==> config.mk <==
export PLATFORM = sky130hd
export DESIGN_NAME = wdcrf_top
export DESIGN_NICKNAME = d
export VERILOG_FILES = /design/src/logic/wdcrf_pkg.sv /design/src/logic/wdcrf_top.sv
export SDC_FILE = /design/constraint.sdc
export NUM_CORES = 1
export LEC_CHECK = 0
export BUFFER_PORTS_ARGS = -buffer_cell sky130_fd_sc_hd__clkbuf_2
export CAP_MARGIN = 20
export CELL_PAD_IN_SITES_DETAIL_PLACEMENT = 1
export CELL_PAD_IN_SITES_GLOBAL_PLACEMENT = 1
export CORE_ASPECT_RATIO = 0.5
export CORE_MARGIN = 1.5
export CORE_UTILIZATION = 42
export DETAILED_ROUTE_END_ITERATION = 10
export GPL_ROUTABILITY_DRIVEN = 0
export GPL_TIMING_DRIVEN = 0
export PLACE_DENSITY = 0.87
export SETUP_SLACK_MARGIN = 0.02
export SYNTH_ARGS = -nofsm -noshare
export SYNTH_HDL_FRONTEND = slang
export SYNTH_SLANG_ARGS = --single-unit
==> constraint.sdc <==
create_clock -name clk_sys -period 2.71 [get_ports clk_sys]
set_input_delay 0.542 -clock clk_sys [delete_from_list [all_inputs] [get_ports clk_sys]]
set_output_delay 0.542 -clock clk_sys [all_outputs]
set_load 0.005 [all_outputs]
==> src/logic/wdcrf_pkg.sv <==
// Constants, state layout and register map of the watchdog supervision block
// What this block does
// - Power-on flag set at power-up; only a software write clears it.
// - Time-out sets the interrupt flag; software and every reset, the watchdog chip reset included, clear it.
// - A watchdog chip reset sets the watchdog-reset flag; software clears it.
// - With reset enable at 0, watchdog activity never touches the reset flag.
// - Power-on and power-fail resets clear the reset flag; external reset keeps it.
// - Writing 1 to reset enable arms the chip reset on time-out.
// - Reset enable clears on power-on reset only; other resets keep it.
// - Writing 1 to restart zeroes the counter; the bit then clears itself.
// - Time-out requests an interrupt; chip reset follows 512 clocks later if enabled.
// - External reset keeps the power-on flag, reset flag, reset enable, irq status and irq mask; it clears the rest.
// - All bits readable; power-on flag, enable, irq flag, restart need unlock.
// - Interval select 11 in clock control bits 7:6 gives the 26-bit count.
// - Enable register bit 4 enables the watchdog irq; bits 7:5 read 1.
// - Priority register bit 4 sets the watchdog irq priority level.
package wdcrf_pkg;
	localparam logic [7:0] ADDR_WD_CTRL = 8'hD8;
	localparam logic [7:0] ADDR_EXT_IRQ_EN = 8'hE8;
	localparam logic [7:0] ADDR_EXT_IRQ_PRI = 8'hF8;
	localparam logic [7:0] ADDR_UNLOCK = 8'hC7;
	localparam logic [7:0] ADDR_CLK_CTRL = 8'h8E;
	localparam logic [7:0] ADDR_IRQ_STATUS = 8'h9A;
	localparam logic [7:0] ADDR_IRQ_MASK = 8'h9B;
	localparam int BIT_POWER_ON = 6;
	localparam int BIT_IRQ_FLAG = 3;
	localparam int BIT_RST_FLAG = 2;
	localparam int BIT_RST_EN = 1;
	localparam int BIT_RESTART = 0;
	localparam int BIT_WD_IRQ_EN = 4;
	localparam int BIT_WD_IRQ_PRI = 4;
	localparam int BIT_SEL_LO = 6;
	localparam logic [2:0] EIE_RSVD_ONES = 3'h7;
	localparam logic [7:0] KEY_FIRST = 8'hAA;
	localparam logic [7:0] KEY_SECOND = 8'h55;
	localparam int CNT_W = 26;
	localparam int DELAY_W = 10;
	localparam int OPEN_W = 3;
	localparam int EV_W = 3;
	localparam logic [DELAY_W-1:0] RESET_DELAY_CLKS = 10'h200;
	localparam logic [OPEN_W-1:0] UNLOCK_OPEN_CLKS = 3'h4;
	localparam logic [5:0] CLK_CTRL_LOW_RESET = 6'h01;
	localparam logic [1:0] SEL_RESET = 2'h0;
	localparam int EV_TIMEOUT = 0;
	localparam int EV_CHIP_RST = 1;
	localparam int EV_KEY_BAD = 2;

	typedef enum logic [2:0] {
		UNL_LOCKED = 3'b001,
		UNL_KEY1 = 3'b010,
		UNL_OPEN = 3'b100
	} wdcrf_unlock_t;

	typedef enum logic [1:0] {
		WDP_RUN = 2'b01,
		WDP_PEND = 2'b10
	} wdcrf_phase_t;

	typedef struct packed {
		logic power_on_flag;
		logic watchdog_irq_flag;
		logic watchdog_reset_flag;
		logic watchdog_reset_enable;
		logic watchdog_restart;
		logic watchdog_irq_enable;
		logic watchdog_irq_priority;
		logic [1:0] interval_sel;
		logic [5:0] clk_ctrl_low;
		logic [CNT_W-1:0] wdt_count;
		logic [DELAY_W-1:0] delay_count;
		wdcrf_phase_t phase;
		wdcrf_unlock_t unlock;
		logic [OPEN_W-1:0] open_count;
		logic [EV_W-1:0] irq_status;
		logic [EV_W-1:0] irq_mask;
		logic [7:0] read_data;
		logic chip_reset;
	} wdcrf_state_t;
endpackage : wdcrf_pkg

==> src/logic/wdcrf_top.sv <==
// Watchdog control, reset flags, unlock sequence and interrupt enables
`timescale 1ns/100ps
module wdcrf_top #(
	parameter int unsigned SEL0_BITS = 17,
	parameter int unsigned SEL1_BITS = 20,
	parameter int unsigned SEL2_BITS = 23,
	parameter int unsigned SEL3_BITS = 26
) (
	input wire logic clk_sys,
	input wire logic rst_n,
	input wire logic ext_reset,
	input wire logic power_fail,
	input wire logic [7:0] reg_addr,
	input wire logic [7:0] reg_wdata,
	input wire logic reg_wr,
	input wire logic reg_rd,
	output logic [7:0] reg_rdata,
	output logic wdt_irq_req,
	output logic wdt_irq_priority,
	output logic wdt_chip_reset,
	output logic irq
);
	import wdcrf_pkg::*;

	wdcrf_state_t s;
	wdcrf_state_t next_s;
	logic [CNT_W-1:0] next_count;
	logic timeout_now;
	logic wr_ctrl;
	logic wr_unlock;
	logic prot_ok;
	logic [EV_W-1:0] ev;

	// Width of the active interval; used for both the old and new count
	function automatic int unsigned sel_bits(input logic [1:0] sel);
		case (sel)
			2'b00: sel_bits = SEL0_BITS;
			2'b01: sel_bits = SEL1_BITS;
			2'b10: sel_bits = SEL2_BITS;
			default: sel_bits = SEL3_BITS;
		endcase
	endfunction : sel_bits

	function automatic logic top_bit(input logic [CNT_W-1:0] c, input logic [1:0] sel);
		top_bit = c[sel_bits(sel) - 1];
	endfunction : top_bit

	assign next_count = s.wdt_count + 1'b1;
	// Carry out of the selected bit marks the end of the interval
	assign timeout_now = !s.watchdog_restart && top_bit(s.wdt_count, s.interval_sel)
		&& !top_bit(next_count, s.interval_sel);
	assign wr_ctrl = reg_wr && (reg_addr == ADDR_WD_CTRL);
	assign wr_unlock = reg_wr && (reg_addr == ADDR_UNLOCK);
	assign prot_ok = (s.unlock == UNL_OPEN);

	always_comb begin
		next_s = s;
		next_s.chip_reset = 1'b0;
		next_s.read_data = 8'h00;
		ev = '0;

		// Key window ageing; the window also bounds the gap between the two keys
		case (s.unlock)
			UNL_LOCKED: begin
				next_s.open_count = '0;
			end
			UNL_KEY1, UNL_OPEN: begin
				if (s.open_count == '0) begin
					next_s.unlock = UNL_LOCKED;
				end else begin
					next_s.open_count = s.open_count - 1'b1;
				end
			end
			default: begin
				next_s.unlock = UNL_LOCKED;
			end
		endcase

		if (wr_unlock) begin
			if (reg_wdata == KEY_FIRST) begin
				next_s.unlock = UNL_KEY1;
				next_s.open_count = UNLOCK_OPEN_CLKS - 1'b1;
			end else if (s.unlock == UNL_KEY1 && reg_wdata == KEY_SECOND) begin
				next_s.unlock = UNL_OPEN;
				next_s.open_count = UNLOCK_OPEN_CLKS - 1'b1;
			end else begin
				next_s.unlock = UNL_LOCKED;
				ev[EV_KEY_BAD] = 1'b1;
			end
		end

		if (wr_ctrl) begin
			next_s.watchdog_reset_flag = reg_wdata[BIT_RST_FLAG];
			if (prot_ok) begin
				next_s.power_on_flag = reg_wdata[BIT_POWER_ON];
				next_s.watchdog_irq_flag = reg_wdata[BIT_IRQ_FLAG];
				next_s.watchdog_reset_enable = reg_wdata[BIT_RST_EN];
				next_s.watchdog_restart = reg_wdata[BIT_RESTART];
				// One protected write per unlock keeps a stray second write out
				next_s.unlock = UNL_LOCKED;
			end
		end
		if (reg_wr && reg_addr == ADDR_EXT_IRQ_EN) begin
			next_s.watchdog_irq_enable = reg_wdata[BIT_WD_IRQ_EN];
		end
		if (reg_wr && reg_addr == ADDR_EXT_IRQ_PRI) begin
			next_s.watchdog_irq_priority = reg_wdata[BIT_WD_IRQ_PRI];
		end
		if (reg_wr && reg_addr == ADDR_CLK_CTRL) begin
			next_s.interval_sel = reg_wdata[BIT_SEL_LO +: 2];
			next_s.clk_ctrl_low = reg_wdata[5:0];
		end
		if (reg_wr && reg_addr == ADDR_IRQ_MASK) begin
			next_s.irq_mask = reg_wdata[EV_W-1:0];
		end
		if (reg_wr && reg_addr == ADDR_IRQ_STATUS) begin
			next_s.irq_status = s.irq_status & ~reg_wdata[EV_W-1:0];
		end

		// Counter and time-out sequence; hardware sets below win over writes
		if (s.watchdog_restart) begin
			next_s.wdt_count = '0;
			next_s.watchdog_restart = 1'b0;
			next_s.phase = WDP_RUN;
			next_s.delay_count = '0;
		end else begin
			next_s.wdt_count = next_count;
			case (s.phase)
				WDP_RUN: begin
					if (timeout_now) begin
						next_s.watchdog_irq_flag = 1'b1;
						ev[EV_TIMEOUT] = 1'b1;
						if (s.watchdog_reset_enable) begin
							next_s.phase = WDP_PEND;
							next_s.delay_count = RESET_DELAY_CLKS - 1'b1;
						end
					end
				end
				WDP_PEND: begin
					// Short intervals can expire again while the reset is still pending
					if (timeout_now) begin
						next_s.watchdog_irq_flag = 1'b1;
						ev[EV_TIMEOUT] = 1'b1;
					end
					if (!s.watchdog_reset_enable) begin
						next_s.phase = WDP_RUN;
					end else if (s.delay_count == '0) begin
						next_s.chip_reset = 1'b1;
						next_s.watchdog_reset_flag = 1'b1;
						next_s.watchdog_irq_flag = 1'b0;
						next_s.watchdog_restart = 1'b0;
						next_s.watchdog_irq_enable = 1'b0;
						next_s.watchdog_irq_priority = 1'b0;
						next_s.interval_sel = SEL_RESET;
						next_s.clk_ctrl_low = CLK_CTRL_LOW_RESET;
						next_s.wdt_count = '0;
						next_s.unlock = UNL_LOCKED;
						next_s.phase = WDP_RUN;
						ev[EV_CHIP_RST] = 1'b1;
					end else begin
						next_s.delay_count = s.delay_count - 1'b1;
					end
				end
				default: begin
					next_s.phase = WDP_RUN;
				end
			endcase
		end

		// External and power-fail resets; power-on flag and enable survive both
		if (ext_reset || power_fail) begin
			next_s.watchdog_irq_flag = 1'b0;
			next_s.watchdog_restart = 1'b0;
			next_s.watchdog_irq_enable = 1'b0;
			next_s.watchdog_irq_priority = 1'b0;
			next_s.interval_sel = SEL_RESET;
			next_s.clk_ctrl_low = CLK_CTRL_LOW_RESET;
			next_s.wdt_count = '0;
			next_s.delay_count = '0;
			next_s.phase = WDP_RUN;
			next_s.unlock = UNL_LOCKED;
			next_s.chip_reset = 1'b0;
			next_s.watchdog_reset_flag = s.watchdog_reset_flag;
			next_s.watchdog_reset_enable = s.watchdog_reset_enable;
			next_s.power_on_flag = s.power_on_flag;
			if (power_fail) begin
				next_s.watchdog_reset_flag = 1'b0;
			end
		end

		next_s.irq_status = next_s.irq_status | ev;

		if (reg_rd) begin
			case (reg_addr)
				ADDR_WD_CTRL: begin
					next_s.read_data[BIT_POWER_ON] = s.power_on_flag;
					next_s.read_data[BIT_IRQ_FLAG] = s.watchdog_irq_flag;
					next_s.read_data[BIT_RST_FLAG] = s.watchdog_reset_flag;
					next_s.read_data[BIT_RST_EN] = s.watchdog_reset_enable;
					next_s.read_data[BIT_RESTART] = s.watchdog_restart;
				end
				ADDR_EXT_IRQ_EN: begin
					next_s.read_data[7:5] = EIE_RSVD_ONES;
					next_s.read_data[BIT_WD_IRQ_EN] = s.watchdog_irq_enable;
				end
				ADDR_EXT_IRQ_PRI: begin
					next_s.read_data[BIT_WD_IRQ_PRI] = s.watchdog_irq_priority;
				end
				ADDR_CLK_CTRL: begin
					next_s.read_data = {s.interval_sel, s.clk_ctrl_low};
				end
				ADDR_IRQ_STATUS: begin
					next_s.read_data[EV_W-1:0] = s.irq_status;
				end
				ADDR_IRQ_MASK: begin
					next_s.read_data[EV_W-1:0] = s.irq_mask;
				end
				default: begin
					next_s.read_data = 8'h00;
				end
			endcase
		end
	end

	// Only power-up reaches rst_n: it alone sets the power-on flag and clears the enable
	always_ff @(posedge clk_sys or negedge rst_n) begin
		if (!rst_n) begin
			s <= '0;
			s.power_on_flag <= 1'b1;
			s.watchdog_reset_enable <= 1'b0;
			s.watchdog_reset_flag <= 1'b0;
			s.clk_ctrl_low <= CLK_CTRL_LOW_RESET;
			s.phase <= WDP_RUN;
			s.unlock <= UNL_LOCKED;
		end else begin
			s <= next_s;
		end
	end

	assign reg_rdata = s.read_data;
	assign wdt_irq_req = s.watchdog_irq_flag && s.watchdog_irq_enable;
	assign wdt_irq_priority = s.watchdog_irq_priority;
	assign wdt_chip_reset = s.chip_reset;
	assign irq = |(s.irq_status & s.irq_mask);
endmodule : wdcrf_top

==> metrics.md <==
| Metric | Value |
|---|---|
| Status | `complete, but fails checks` |
| Violations in the final reports | `setup timing` |
| Dominant cell by count in the synthesized netlist | `sky130_fd_sc_hd__dfrtp_1` |
| Fraction of layout instances using a drive strength above 1 | `around 40%` |
| Combined area of the multi-input logic cells | `around 0.003 sq mm` |
| Cell area after synthesis | `roughly 0.0045 sq mm` |
| CTS buffer count | `9` |
| Via count of the first global-routing pass | `~5,000` |
| GR Overflow Total | `0` |
| Length in cells of the worst reg-to-reg path | `10` |
| Cell type with the highest aggregate area in the netlist | `sky130_fd_sc_hd__dfrtp_1` |
| Reg2Reg Setup Slack | `-0.34 ns` |
| Fraction of synthesis flops using an asynchronous set or reset pin | `100.0%` |
| Relative slew slack | `34.05%` |
| Global-route wire length before repair | `28,570 um` |
| Launch point of the worst reg-to-reg path | `s[23]$_DFFE_PN0P_` |
| Capturing point of the worst reg2reg path | `s[24]$_DFFE_PN0P_` |
| Antenna violations before repair | `0` |
| Nets in the synthesized netlist | `about 530` |
| Post-route clock period utilization | `112.6%` |
| Maximum fanout along the worst path | `5` |
| ANT nets after route | `0` |
| Slowest stage delay, CP | `a little under 0.6 ns` |
| Net count reported at finish | `slightly above 600` |
| Final Slew Violations | `0` |
| Number of sinks on the clock net | `between 70 and 80` |
| Classification of the worst-slack hold path | `in -> async` |
| Least-Margin Pin Slew | `about 1 ns` |
| Peak ir drop on the vdd network | `about 0.00053 V` |
| Maximum achievable frequency | `between 0.3 and 0.4 GHz` |
| Internal power summed over all cells | `about 0.0019 W` |
| Fill cell count | `between 1,000 and 1,500` |
| Static leakage | `around 2.4 nW` |
| Initial Utilization | `a little over two fifths` |
| Register bit count reported by yosys | `74` |
| Cells taking the most area after synthesis | `sky130_fd_sc_hd__dfrtp_1 (39%), sky130_fd_sc_hd__nand2_1 (4.6%), sky130_fd_sc_hd__nor2_1 (4.6%)` |
| Largest net degree at the start of global routing | `between 50 and 60` |
| Clock transition at path regs | `around 0.08 ns` |
| Chain of cells forming the critical path | `inv_2 > ha_4 > or3b_4 > or4b_4 > or3_4 > a21oi_4 > nor2_4 > o22a_1 > buf_6 > mux2_4` |
| Commonest cells in the netlist | `sky130_fd_sc_hd__dfrtp_1 (70), sky130_fd_sc_hd__nand2_1 (55), sky130_fd_sc_hd__nor2_1 (55)` |
| FP Rows | `26` |
| 1st-pass router iterations | `7` |
| Setup crit end kind | `register` |
| Cell chosen for the clock root | `sky130_fd_sc_hd__clkbuf_16` |
| Proportion of netlist area held by the largest area contributor | `38.93%` |
| Post-layout instance area | `about 0.006 sq mm` |
| Maximum root-to-sink buffer count | `2` |
| Chip Width | `~150 um` |
| Clock share of power | `46.2%` |
| Number of remaining DRC errors | `0` |
| Master of the slowest instance on the critical path | `sky130_fd_sc_hd__or4b_4` |
| Number of buffers added on ports | `33` |
| CTS Hold Buffers Added | `0` |
| Clock tree from TritonCTS | `built` |
| Final critical-path setup slack | `-0.3427 ns` |
| Ports | `34` |
| Kind of critical path | `reg -> reg` |
| Synthesis-to-layout area growth | `36.62%` |
| Initial detailed-routing violation count | `roughly 530` |
| Placed Instance Area | `0.004903 sq mm` |
| Routed wirelength normalized by instance count | `between 20 and 30 um` |
| Synthesized area divided by synthesized cell count | `9.017 sq um` |
| Register cell area after layout | `approximately 0.0019 sq mm` |
| Final Hold Vio Count | `0` |
| Synthesized instance count | `around 500` |
| Util after Layout | `59.61%` |
| Net switching power of the design | `around 0.00073 W` |
| Category of the worst setup path launch point | `register` |
| Min Tclk post-route | `between 3 and 4 ns` |
| Switching share of power | `between 20% and 30%` |
| Setup violators final | `56` |
| Final total negative setup slack | `-13.22 ns` |
| EDFF count, synth | `0` |
| Distinct cell type count after synthesis | `69` |
| Data arrival time of the worst path | `~3.3 ns` |
| Area of the core | `0.01031 sq mm` |
| Worst skew pair latency | `~0.36 ns` |
| Ys flop type | `sky130_fd_sc_hd__dfrtp_1` |
| Deepest level of the CTS H-tree | `3` |
| Number of max-cap violations | `0` |
| PwrDens | `approximately 420 mW/mm^2` |
| Vias per std cell | `6.738` |
| Post-layout total power | `0.002607 W` |
| Yosys warnings | `0` |
| Combinational fraction of design power | `9.7%` |
| Share of the yosys chip area belonging to registers | `41.27%` |
| Required time of the critical path | `2.95 ns` |
| Die H | `76.19 um` |
| Flop pwr share | `44.1%` |
| Worst Clk Skew | `~0.019 ns` |
| Total GRT Usage | `between 30% and 40%` |
| Routed wire length | `between 15,000 and 20,000 um` |
| Routed via count | `between 4,000 and 5,000` |
| Number of antenna repair diodes | `0` |
| Hpwl dp | `approximately 9300 um` |
| Area of the die | `0.01138 sq mm` |
| Unrepaired setup endpoints after global routing | `true` |
[layer usage]
layer / vias up / track usage [%] / part of all wire [%]
met2: 351 / 54.52 / 47
met3: 129 / 7.725 / 8.1
li1: 1965 / - / -
met4: 0 / 15.35 / 6.2
met5: - / 0 / 0
met1: 2433 / 40.83 / 38
[how the worst max path moves through the flow]
stage	cells after the start	slack, ns	end	start
2_1_floorplan	11	-0.16	s[23]$_DFFE_PN0P_	s[23]$_DFFE_PN0P_
3_3_place_gp	9	-0.74	s[57]$_DFF_PN0_	s[23]$_DFFE_PN0P_
3_5_place_dp	9	-0.81	s[69]$_DFF_PN0_	s[23]$_DFFE_PN0P_
4_1_cts	11	-0.37	s[31]$_DFFE_PN0P_	s[24]$_DFFE_PN0P_
5_1_grt	11	-0.39	s[59]$_DFF_PN1_	s[23]$_DFFE_PN0P_
6_report	10	-0.34	s[24]$_DFFE_PN0P_	s[23]$_DFFE_PN0P_
[registers in the layout, summed over array words and instances (netlist names)]
name,count
s,64
reg_rdata,8
wdt_chip_reset,1
wdt_irq_priority,1
[critical path, delay by kind of cell (launching register included)]
family,cells,cell delay [ns]
DFF,1,0.41
adders and majority gates,1,0.13
and+or+nand+nor,4,1.43
AOI/OAI and AO/OA,2,0.41
buffers and inverters,2,0.25
muxes,1,0.29
[cell families after synthesis]
logic type	count (synthesis)	share of synthesized area (%)
xor gates and xnor gates	22	4.283
muxes	18	4.867
buffers and inverters	50	5.089
adders and majority gates	11	3.003
AOI/OAI and AO/OA	92	15.05
DFF	74	41.27
and+or+nand+nor	232	26.45
[layout make-up]
cell class,instances,area share (%)
clock buffers,10,3.888
plain buffers,24,2.687
inverters,17,1.038
flip-flops and latches,74,30.29
multi-input cells,375,48.50
clock inverters,6,0.8142
repair buffers,78,9.933
well taps,140,2.850
[what timing repair did]
| item | CTS | global route |
|---|---|---|
| buffers inserted | 36 | 7 |
| resized for setup | 85 | 76 |
| setup endpoints to repair | 57 | 58 |
| gates cloned | 4 | 0 |
| pin swaps | 40 | 18 |
[power by group through the flow]
stage | clock network (W) | logic (W) | registers [W]
6_report | 0.00120 | 0.000252 | 0.00115
5_1_grt | 0.00124 | 0.000263 | 0.00115
4_1_cts | 0.00118 | 0.000221 | 0.00114
3_5_place_dp | 0 | 0.000161 | 0.00116
3_3_place_gp | 0 | 0.000149 | 0.00116
2_1_floorplan | 0 | 0.0000789 | 0.00116
[through the flow]
step                hold WS [ns]  worst slack (ns)  cells
floorplan                 0.2464           -0.1645    499
global placement          0.4731           -0.7365    672
detailed placement        0.4760           -0.8108    673
CTS                       0.1126           -0.3693    722
global route              0.1138           -0.3890    724
finish                    0.1058           -0.3427    724
[layout by cell type (no fill, tap or decap), types with 14 or more instances in the layout]
master,n
sky130_fd_sc_hd__clkbuf_2,32
sky130_fd_sc_hd__nor2_1,25
sky130_fd_sc_hd__nand2_1,54
sky130_fd_sc_hd__nor3_1,15
sky130_fd_sc_hd__dfrtp_1,66
sky130_fd_sc_hd__xor2_1,14
sky130_fd_sc_hd__nor2_2,20
sky130_fd_sc_hd__inv_1,14
sky130_fd_sc_hd__nand3_1,17
sky130_fd_sc_hd__nand4_1,14
sky130_fd_sc_hd__buf_4,41
No activity file was read; power rests on OpenSTA's default activity.
